### src/hw/phy_irq_pkg.sv
package phy_irq_pkg;

  // Management register addressing.
  localparam int ADDR_W = 5;
  localparam int DATA_W = 16;
  localparam logic [ADDR_W-1:0] REG_BASIC_STATUS = 5'h01;
  localparam logic [ADDR_W-1:0] REG_ANEG_EXPANSION = 5'h06;
  localparam logic [ADDR_W-1:0] REG_MODE_CONTROL = 5'h11;
  localparam logic [ADDR_W-1:0] REG_INTERRUPT_SOURCE_FLAGS = 5'h1d;
  localparam logic [ADDR_W-1:0] REG_INTERRUPT_MASK = 5'h1e;

  // Field layout: eight sources occupy bits 8..1 of the flag and mask registers.
  localparam int NUM_SOURCES = 8;
  localparam int SOURCE_LSB = 1;
  localparam int SCHEME_SELECT_BIT = 6;
  localparam int ENERGY_DETECT_BIT = 1;

  // Source index within the 8-bit vectors (register bit minus one).
  localparam int SRC_WAKE = 7;
  localparam int SRC_ENERGY = 6;
  localparam int SRC_ANEG_DONE = 5;
  localparam int SRC_REMOTE_FAULT = 4;
  localparam int SRC_LINK_DOWN = 3;
  localparam int SRC_LP_ACK = 2;
  localparam int SRC_PAR_DET_FAULT = 1;
  localparam int SRC_PAGE_RX = 0;

  // Reset values.
  localparam logic [NUM_SOURCES-1:0] MASK_RESET = 8'h00;
  localparam logic [NUM_SOURCES-1:0] FLAGS_RESET = 8'h40;
  localparam logic SCHEME_RESET = 1'b0;
  localparam logic ENERGY_PREV_RESET = 1'b1;
  localparam logic [DATA_W-1:0] READ_ZERO = 16'h0000;

  // Energy detect replay timing.
  localparam longint CLK_HZ = 125000000;
  localparam longint REPLAY_DELAY_MS = 1000;
  localparam longint REPLAY_PULSE_MS = 256;
  localparam longint REPLAY_DELAY_CYCLES = (REPLAY_DELAY_MS * CLK_HZ) / 1000;
  localparam longint REPLAY_PULSE_CYCLES = (REPLAY_PULSE_MS * CLK_HZ) / 1000;
  localparam int COUNT_W = 32;

  typedef enum logic [1:0] {
    REPLAY_IDLE = 2'b00,
    REPLAY_ARMED = 2'b01,
    REPLAY_DELAY = 2'b10,
    REPLAY_PULSE = 2'b11
  } replay_state_t;

endpackage : phy_irq_pkg

### src/hw/energy_replay_timer.sv
`timescale 1ns/1ps
`default_nettype none

module energy_replay_timer
  import phy_irq_pkg::*;
#(
  parameter logic [COUNT_W-1:0] DELAY_CYCLES = COUNT_W'(REPLAY_DELAY_CYCLES),
  parameter logic [COUNT_W-1:0] PULSE_CYCLES = COUNT_W'(REPLAY_PULSE_CYCLES)
)
(
  input wire logic clk,
  input wire logic rst_b,
  input wire logic arm,
  input wire logic disarm,
  input wire logic energyDetect,
  output logic pulseActive
);

  replay_state_t state;
  replay_state_t next_state;
  logic [COUNT_W-1:0] count;
  logic [COUNT_W-1:0] next_count;

  ////////////////////////////////////////////////////////////////////////////
  // Armed when the flag was cleared with energy still present; the delay runs
  // once energy is gone, then the output is held for the pulse length.
  // Clearing the mask abandons the sequence at any point, which is why
  // software should keep the mask set while servicing this source.
  always_comb
  begin
    next_state = state;
    next_count = count;
    unique case (state)
      REPLAY_IDLE:
      begin
        if (arm)
          next_state = REPLAY_ARMED;
      end
      REPLAY_ARMED:
      begin
        next_count = '0;
        if (disarm)
          next_state = REPLAY_IDLE;
        else if (!energyDetect)
          next_state = REPLAY_DELAY;
      end
      REPLAY_DELAY:
      begin
        next_count = count + 1'b1;
        if (disarm)
          next_state = REPLAY_IDLE;
        else if (energyDetect)
          next_state = REPLAY_ARMED;
        else if (count == DELAY_CYCLES - 1'b1)
        begin
          next_state = REPLAY_PULSE;
          next_count = '0;
        end
      end
      REPLAY_PULSE:
      begin
        next_count = count + 1'b1;
        if (disarm || count == PULSE_CYCLES - 1'b1)
          next_state = REPLAY_IDLE;
      end
    endcase
  end

  // State registers.
  always_ff @(posedge clk or negedge rst_b)
  begin
    if (!rst_b)
    begin
      state <= REPLAY_IDLE;
      count <= '0;
    end
    else
    begin
      state <= next_state;
      count <= next_count;
    end
  end

  assign pulseActive = (state == REPLAY_PULSE);

endmodule : energy_replay_timer

`default_nettype wire

### src/hw/phy_interrupt_manager.sv
`timescale 1ns/1ps
`default_nettype none

module phy_interrupt_manager
  import phy_irq_pkg::*;
#(
  parameter logic [COUNT_W-1:0] REPLAY_DELAY = COUNT_W'(REPLAY_DELAY_CYCLES),
  parameter logic [COUNT_W-1:0] REPLAY_PULSE = COUNT_W'(REPLAY_PULSE_CYCLES)
)
(
  input wire logic clk,
  input wire logic rst_b,
  input wire logic [ADDR_W-1:0] regAddr,
  input wire logic regRead,
  input wire logic regWrite,
  input wire logic [DATA_W-1:0] regWriteData,
  output logic [DATA_W-1:0] regReadData,
  input wire logic [3:0] wakeStatus,
  input wire logic energyDetect,
  input wire logic anegComplete,
  input wire logic remoteFault,
  input wire logic linkStatus,
  input wire logic lpAcknowledge,
  input wire logic parallelDetectFault,
  input wire logic pageReceived,
  input wire logic anegRestart,
  output logic interruptSchemeSelect,
  output logic irqOutLow
);

  ////////////////////////////////////////////////////////////////////////////
  // Helpers.

  function automatic logic risingEdge(input logic cur, input logic prev);
    risingEdge = cur & ~prev;
  endfunction : risingEdge

  function automatic logic fallingEdge(input logic cur, input logic prev);
    fallingEdge = ~cur & prev;
  endfunction : fallingEdge

  function automatic logic regHit(input logic strobe, input logic [ADDR_W-1:0] addr,
                                  input logic [ADDR_W-1:0] target);
    regHit = strobe && (addr == target);
  endfunction : regHit

  ////////////////////////////////////////////////////////////////////////////
  // State.

  logic [NUM_SOURCES-1:0] mask;
  logic [NUM_SOURCES-1:0] flags;
  logic [NUM_SOURCES-1:0] level;
  logic [NUM_SOURCES-1:0] levelPrev;
  logic [NUM_SOURCES-1:0] next_mask;
  logic [NUM_SOURCES-1:0] next_flags;
  logic [NUM_SOURCES-1:0] assertEvent;
  logic [NUM_SOURCES-1:0] primaryClear;
  logic [NUM_SOURCES-1:0] altIdle;
  logic [NUM_SOURCES-1:0] writeOnes;
  logic next_scheme;
  logic next_irqOutLow;
  logic [DATA_W-1:0] next_regReadData;
  logic readFlags;
  logic readStatus;
  logic readExpansion;
  logic linkDownEvent;
  logic replayArm;
  logic replayActive;

  // Source levels in register bit order; link down is active while link is low.
  // The wake source is the OR of its four status bits.
  assign level = {|wakeStatus, energyDetect, anegComplete, remoteFault,
                  ~linkStatus, lpAcknowledge, parallelDetectFault, pageReceived};

  assign readFlags = regHit(regRead, regAddr, REG_INTERRUPT_SOURCE_FLAGS);
  assign readStatus = regHit(regRead, regAddr, REG_BASIC_STATUS);
  assign readExpansion = regHit(regRead, regAddr, REG_ANEG_EXPANSION);
  assign linkDownEvent = fallingEdge(linkStatus, ~levelPrev[SRC_LINK_DOWN]);
  assign writeOnes = regWriteData[SOURCE_LSB +: NUM_SOURCES];

  ////////////////////////////////////////////////////////////////////////////
  // Event and clear terms, all sampled on the device clock.
  always_comb
  begin
    for (int i = 0; i < NUM_SOURCES; i++)
    begin
      assertEvent[i] = risingEdge(level[i], levelPrev[i]) & mask[i];
      primaryClear[i] = fallingEdge(level[i], levelPrev[i]) | readFlags;
      altIdle[i] = ~level[i];
    end
    // Link down has no edge-based clear; in the primary scheme only reads release it.
    primaryClear[SRC_LINK_DOWN] = readFlags | readStatus;
    primaryClear[SRC_REMOTE_FAULT] = primaryClear[SRC_REMOTE_FAULT] | readStatus;
    // Wake deasserts on level, not edge: all four bits low.
    primaryClear[SRC_WAKE] = ~level[SRC_WAKE] | readFlags;
    for (int i = SRC_PAGE_RX; i <= SRC_PAR_DET_FAULT; i++)
      primaryClear[i] = primaryClear[i] | readExpansion | anegRestart | linkDownEvent;
  end

  ////////////////////////////////////////////////////////////////////////////
  // Register and flag next values. A new event wins over any clear in the
  // same cycle so no interrupt is lost to a racing read or write.
  always_comb
  begin
    next_mask = mask;
    next_scheme = interruptSchemeSelect;
    next_flags = flags;
    if (regHit(regWrite, regAddr, REG_INTERRUPT_MASK))
      next_mask = writeOnes;
    if (regHit(regWrite, regAddr, REG_MODE_CONTROL))
      next_scheme = regWriteData[SCHEME_SELECT_BIT];
    if (!interruptSchemeSelect)
      next_flags = flags & ~primaryClear;
    else if (regHit(regWrite, regAddr, REG_INTERRUPT_SOURCE_FLAGS))
      next_flags = flags & ~(writeOnes & altIdle);
    next_flags = next_flags | assertEvent;
  end

  // Arm the energy replay when its flag drops while energy is still present.
  assign replayArm = mask[SRC_ENERGY] & flags[SRC_ENERGY] & ~next_flags[SRC_ENERGY]
                     & energyDetect;

  energy_replay_timer #(
    .DELAY_CYCLES(REPLAY_DELAY),
    .PULSE_CYCLES(REPLAY_PULSE)
  ) u_energy_replay_timer (
    .clk(clk),
    .rst_b(rst_b),
    .arm(replayArm),
    .disarm(~mask[SRC_ENERGY]),
    .energyDetect(energyDetect),
    .pulseActive(replayActive)
  );

  ////////////////////////////////////////////////////////////////////////////
  // Output and read data. Masking is applied at the output so that clearing a
  // mask bit drops the interrupt at once in either scheme.
  always_comb
  begin
    // The replay pulse also answers to the energy mask, so dropping that mask
    // silences a pulse already under way in the same cycle.
    next_irqOutLow = ~(|(next_flags & next_mask) | (replayActive & next_mask[SRC_ENERGY]));
    next_regReadData = READ_ZERO;
    if (regRead)
    begin
      unique case (regAddr)
        REG_INTERRUPT_SOURCE_FLAGS: next_regReadData[SOURCE_LSB +: NUM_SOURCES] = flags;
        REG_INTERRUPT_MASK: next_regReadData[SOURCE_LSB +: NUM_SOURCES] = mask;
        REG_MODE_CONTROL:
        begin
          next_regReadData[SCHEME_SELECT_BIT] = interruptSchemeSelect;
          next_regReadData[ENERGY_DETECT_BIT] = energyDetect;
        end
        default: next_regReadData = READ_ZERO;
      endcase
    end
    else
      next_regReadData = regReadData;
  end

  ////////////////////////////////////////////////////////////////////////////
  // Control registers: the mask bits and the scheme select. Both come up in
  // the primary, fully masked state so nothing fires before software is ready.
  always_ff @(posedge clk or negedge rst_b)
  begin
    if (!rst_b)
    begin
      mask <= MASK_RESET;
      interruptSchemeSelect <= SCHEME_RESET;
    end
    else
    begin
      mask <= next_mask;
      interruptSchemeSelect <= next_scheme;
    end
  end

  // Flags and source history. Energy detect powers up as present, so its
  // history and flag start high and fall away if no signal turns up.
  always_ff @(posedge clk or negedge rst_b)
  begin
    if (!rst_b)
    begin
      flags <= FLAGS_RESET;
      levelPrev <= FLAGS_RESET;
    end
    else
    begin
      flags <= next_flags;
      levelPrev <= level;
    end
  end

  // Output and read data registers. The interrupt idles high during reset,
  // and the read data holds its last value between reads.
  always_ff @(posedge clk or negedge rst_b)
  begin
    if (!rst_b)
    begin
      irqOutLow <= 1'b1;
      regReadData <= READ_ZERO;
    end
    else
    begin
      irqOutLow <= next_irqOutLow;
      regReadData <= next_regReadData;
    end
  end

endmodule : phy_interrupt_manager

`default_nettype wire

### config.mk
export PLATFORM = sky130hd
export DESIGN_NAME = phy_interrupt_manager
export DESIGN_NICKNAME = d
export VERILOG_FILES = /design/src/hw/phy_irq_pkg.sv /design/src/hw/energy_replay_timer.sv /design/src/hw/phy_interrupt_manager.sv
export SDC_FILE = /design/constraint.sdc
export NUM_CORES = 1
export LEC_CHECK = 0
export ABC_AREA = 0
export BUFFER_PORTS_ARGS = -buffer_cell sky130_fd_sc_hd__buf_2
export CORE_MARGIN = 3
export CORE_UTILIZATION = 61
export DETAILED_ROUTE_END_ITERATION = 8
export PLACE_DENSITY = 0.85
export SLEW_MARGIN = 20
export SYNTH_ARGS = -nofsm -noshare
export SYNTH_HDL_FRONTEND = slang
export SYNTH_SLANG_ARGS = --single-unit
### constraint.sdc
create_clock -name clk -period 6.95 [get_ports clk]
set_input_delay 1.39 -clock clk [delete_from_list [all_inputs] [get_ports clk]]
set_output_delay 1.39 -clock clk [all_outputs]
set_load 0.005 [all_outputs]
* Word level (Yosys, flattened, before mapping) *
Cells that the tools add are included.

storage, ports and cells
  bits in writable memories = 0
  bits of input ports = 37
  memories kept = 0
  register bits = 68
  bits in latches = 0
  ROM bits = 0

cells by class
  $lt $le $gt $ge = 0
  eq/ne operators = 14
  multipliers = 0
  bitwise logic cells = 68
  $add $sub $neg = 1
  reduce and logical (&&, ||, !) cells = 12
  mux-type cells = 19
  divide/modulo/power cells = 0
  shift operators = 0

operators with widths
  cell                                                                     count
  32-bit two-way mux                                                       3
  32-bit one-hot mux with 3 select lines                                   1
  32-bit by 1-bit adder with 32-bit output, second input constant          1
  8-bit AND                                                                4
  32-bit by 25-bit equality test with 1-bit output, second input constant  1
  32-bit by 27-bit equality test with 1-bit output, second input constant  1
  1-bit AND                                                                26
  8-bit two-way mux                                                        3
  1-bit NOT                                                                19
  8-bit NOT                                                                2
  1-bit OR                                                                 16
  5-bit equality test, second input constant                               3
  2-bit two-way mux                                                        7
  8-bit OR                                                                 1
  2-bit one-hot mux with 4 select lines                                    1
  4-bit one-hot mux with 2 select lines                                    1
  8-bit OR reduction                                                       1
  1-bit logical AND                                                        6
  1-bit one-hot mux with 3 select lines                                    2
  5-bit by 1-bit equality test with 1-bit output, second input constant    1
  5-bit by 3-bit equality test with 1-bit output, second input constant    1
  2-bit equality test, second input constant                               2
  4-bit by 3-bit inequality test with 1-bit output, second input constant  1
  2-bit one-hot mux with 2 select lines                                    1
  other kinds (9)                                                          9

* Logic depth before layout (Yosys ltp) *
  word-level depth = 15
  depth in mapped cells = 9

* By module *
Synthesis repeated with hierarchy kept, for this count alone.

unflattened totals
  cell total of the unflattened synthesis = 429
  area total of the unflattened synthesis = 3928.8 um^2

modules (own cells, without submodules)
  module                 times used  area each (um^2)  cells an instance  seq. area each (um^2)
  energy_replay_timer    1           2137.0            250                850.8
  phy_interrupt_manager  1           1791.7            179                854.6

* Worst setup path before layout *
Ideal clock, no wire load.

  path type = input to register
  start point = in regAddr[3]
  end point = reg irqOutLow
  stages = 7
  setup time = 0.063 ns
  slack = 3.838 ns
  data arrival time = 3.049 ns
  cells stage by stage = and3_1 and3_1 clkbuf_1 mux2_2 a21boi_0 a2111oi_0 and4_1

between the ends
  elaborated cells between the ends (all ways) = 35
  those cells by class = eq/ne (4); mux (3); bitwise (22); reduce/logical (6)

RTL lines
  item                   RTL line                      source
  from (decl)            phy_interrupt_manager.sv:13   input wire logic [ADDR_W-1:0] regAddr,
  5-bit equality test *  phy_interrupt_manager.sv:44   regHit = strobe && (addr == target);
  1-bit logical AND *    phy_interrupt_manager.sv:44
  8-bit two-way mux *    phy_interrupt_manager.sv:108  if (regHit(regWrite, regAddr, REG_INTERRUPT_MASK))
  via next_mask[6]       phy_interrupt_manager.sv:54   logic [NUM_SOURCES-1:0] next_mask;
  8-bit AND              phy_interrupt_manager.sv:142  next_irqOutLow = ~(|(next_flags & next_mask) | (replayActive & next_mask[SRC_ENERGY]));
  8-bit OR reduction     phy_interrupt_manager.sv:142
  1-bit OR *             phy_interrupt_manager.sv:142
  1-bit NOT *            phy_interrupt_manager.sv:142
  via next_irqOutLow     phy_interrupt_manager.sv:61   logic next_irqOutLow;
  to (signal assigned)   phy_interrupt_manager.sv:205  irqOutLow <= next_irqOutLow;
  to (decl)              phy_interrupt_manager.sv:28   output logic irqOutLow

Mark *: on every way through the listed nets, which the timed path passes. The rest lies on a longest branch.
A chain may end at the register's enable or synchronous reset.

* Worst setup path in the final report *
  start point = in regAddr[3]
  end point = reg irqOutLow

between the ends
  elaborated cells between the ends (all ways) = 35
  those cells by class = eq/ne (4); mux (3); bitwise (22); reduce/logical (6)

RTL lines
  item                 RTL line
  5-bit equality test  phy_interrupt_manager.sv:44
  1-bit logical AND    phy_interrupt_manager.sv:44
  8-bit two-way mux    phy_interrupt_manager.sv:108
  via next_mask[7]     phy_interrupt_manager.sv:54
  8-bit AND            phy_interrupt_manager.sv:142
  8-bit OR reduction   phy_interrupt_manager.sv:142
  1-bit OR             phy_interrupt_manager.sv:142
  1-bit NOT            phy_interrupt_manager.sv:142
  via next_irqOutLow   phy_interrupt_manager.sv:61

The timed path passes the listed nets, and every way through them passes these cells.

==> flow_summary.json <==
{
  "outcome": "complete, no violations",
  "setup_tns_ns": 0,
  "synth-seq-area-share_pct": 46.1,
  "core_um2": 5680,
  "clock-sinks": 68,
  "drt_wl_total_um": 8850,
  "cts_root_buf": "clkbuf_8",
  "cp-end-kind": "flop",
  "slew_violations": 0,
  "timing.clock.skew_ns": 0.00365,
  "finalCritPeriodShare_pct": 48.6,
  "clk_latency_ns": 0.34,
  "cts_setup_buffers": 0,
  "cts_made_buffers": 9,
  "synth_seq_cells": 68,
  "vias": 3355,
  "critPathMaxFanout": 8,
  "seq_area_um2": 1710,
  "hold_path.class": "flop to flop",
  "async_flop_share_pct": 100,
  "syn_area_um2": 3700,
  "cellLeakagePower_nw": 1.72,
  "synth_warnings": 0,
  "finalNonFillerCells": 519,
  "antenna_cells": 0,
  "clk_pin_slew_ns": 0.07,
  "antenna_found_initial": 0,
  "drtAntennaViolNets": 0,
  "critPathKind": "primary input to flop",
  "rr_worst_depth": 7,
  "crit_end": "irqOutLow$_DFF_PN1_",
  "post-place-ws_ns": 3.44,
  "nets": 482,
  "cts-resized-gates": 0,
  "dr.pass1.iters": 5,
  "grt_pass1_vias": 3047,
  "r2r-start": "u_energy_replay_timer.count[0]$_DFFE_PN0P_",
  "die_h_um": 83.8,
  "avgSynthCellArea_um2": 9.04,
  "synth.distinct_cells": 55,
  "track_usage_pct": 26.1,
  "r2r-end": "u_energy_replay_timer.count[31]$_DFFE_PN0P_",
  "yosys_most_used_dff": "dfrtp_1",
  "hpwlAfterDp_um": 5840,
  "tightest_slew_ns": 0.846,
  "syn_inst": 409,
  "startpoint": "regAddr[3]",
  "slew_headroom_pct": 43.6,
  "grt-ovfl-total": 0,
  "cts.hold.buffers_added": 0,
  "dieArea_um2": 7030,
  "synth-edff-count": 0,
  "ir_drop_v": 0.000181,
  "crit_required_ns": 7.23,
  "rsz0062_at_grt": "false",
  "totalPowerFinal_mw": 0.870,
  "start_kind": "primary input",
  "cts_max_level": 3,
  "finalSetupViolCount": 0,
  "gp_congestion": 0.909,
  "row_count": 27,
  "grt_max_degree": 69,
  "multi_input_area_um2": 1780,
  "layout_setup_ws_ns": 3.57,
  "wl_per_cell_um": 17.0,
  "cts_max_path_buffers": 2,
  "port_buffers": 38,
  "layout-drive-gt1-share_pct": 16.8,
  "fill_cells": 424,
  "synthTopCellsByArea": "dfrtp_1, nand2_1, a21oi_1",
  "post_drt_via_cell_ratio": 6.46,
  "arrival_ns": 3.65,
  "die_x_um": 83.8,
  "grt_pass1_wl_um": 14700,
  "synth_top_area_share_pct": 44.0,
  "drc": 0,
  "cts_tree": "built",
  "placed_cells": 505,
  "finalHoldViolations": 0,
  "power.density_nw_per_um2": 214,
  "fmax_mhz": 296,
  "r2r_slack_ns": 4.20,
  "min_period_ns": 3.38,
  "start_util_pct": 65.1,
  "area_growth_syn_to_layout_pct": 9.95,
  "yosysTopAreaCell": "dfrtp_1",
  "max-cap-violations": 0,
  "drtIter0Drc": 368,
  "io_pins": 55
}
-- report_power, final --
group	leakage, nW	switching (mW)	internal, mW
registers	0.855	0.0230	0.427
logic	0.766	0.0574	0.0424
clock network	0.0983	0.139	0.181
total	1.72	0.219	0.651
-- per-layer routing --
metal	part of all wire [%]	vias to the layer above	wire length [um]	global-route usage, %
li1	-	1572	-	-
met1	44	1590	3920	38.1
met2	45	168	3950	37.3
met3	8.8	25	776	6.02
met4	2.3	0	204	10.8
met5	0	-	0	0
-- layout by cell type (no fill, tap or decap), drive strengths merged, types with 7 or more instances in the layout --
| cell | n |
|---|---|
| dfrtp | 65 |
| nand2 | 46 |
| buf | 42 |
| a21oi | 29 |
| nand3 | 28 |
| o21ai | 26 |
| nor2 | 24 |
| inv | 22 |
| a31oi | 18 |
| or3 | 12 |
| clkbuf | 12 |
| a22oi | 11 |
| mux2 | 8 |
| conb | 8 |
| nor3 | 8 |
| and3 | 7 |
-- final cells by class --
class,count,area share (%)
clock buffer,12,3.82
clock inverter,2,0.862
inverter,22,2.03
multi-input combinational,301,43.7
sequential,68,42.0
tap,72,2.22
timing repair buffer,42,5.42
-- sequential cells by signal, indices dropped and copies added (netlist names) --
name                         cells
u_energy_replay_timer.count     32
flags                            8
levelPrev                        8
mask                             8
regReadData                      8
u_energy_replay_timer.state      2
interruptSchemeSelect            1
irqOutLow                        1
-- worst max-delay path, cell delays in order --
cell,delay (ns)
buf_2,0.15
and3_1,0.27
and3_1,0.45
mux2_2,0.40
a21boi_0,0.17
a2111oi_0,0.54
and4_1,0.29
-- synthesized netlist by cell type, types with 4 or more instances --
cell and n:
or3_1 12, a31oi_1 18, inv_1 22, a21oi_1 29, nand2_1 46, nor2_1 24
dfrtp_1 65, a22oi_1 11, a32oi_1 5, clkbuf_1 9, buf_2 4, nor3_1 7
o21ai_1 11, nand3_1 27, nor2b_1 4, and3_1 7, nor4_1 4, buf_6 4
nand4_1 6, mux2_2 8, buf_4 8, and4_1 5, o21ai_0 14
-- through the flow --
step	hold slack, ns	utilization (%)	cell area (um2)
6_report	0.500	71.6	4060
3_3_place_gp	0.481	68.3	3870
4_1_cts	0.499	71.6	4060
5_1_grt	0.543	71.6	4060
3_5_place_dp	0.489	68.3	3870
2_1_floorplan	0.470	-	3720
-- kinds of logic after synthesis --
kind of cell	Yosys count	synth area share (%)
adder cells (fa/ha/maj)	1	0.338
multiplexers	11	3.25
flip-flops	68	46.1
other	1	0.101
AO/OA/AOI/OAI	114	19.4
AND/OR/NAND/NOR	167	24.3
buffers and inverters	47	6.53
-- worst min-delay path by stage --
| stage | from | to | depth (start not counted) | slack, ns |
|---|---|---|---|---|
| after floorplan | flags[6]$_DFF_PN1_ | flags[6]$_DFF_PN1_ | 2 | 0.47 |
| after global placement | flags[6]$_DFF_PN1_ | flags[6]$_DFF_PN1_ | 2 | 0.48 |
| after detailed placement | flags[6]$_DFF_PN1_ | flags[6]$_DFF_PN1_ | 2 | 0.49 |
| after CTS | flags[6]$_DFF_PN1_ | flags[6]$_DFF_PN1_ | 2 | 0.50 |
| after global routing | u_energy_replay_timer.count[5]$_DFFE_PN0P_ | u_energy_replay_timer.count[5]$_DFFE_PN0P_ | 1 | 0.54 |
| final | flags[6]$_DFF_PN1_ | flags[6]$_DFF_PN1_ | 2 | 0.50 |
No activity file was read; power rests on OpenSTA's default activity.
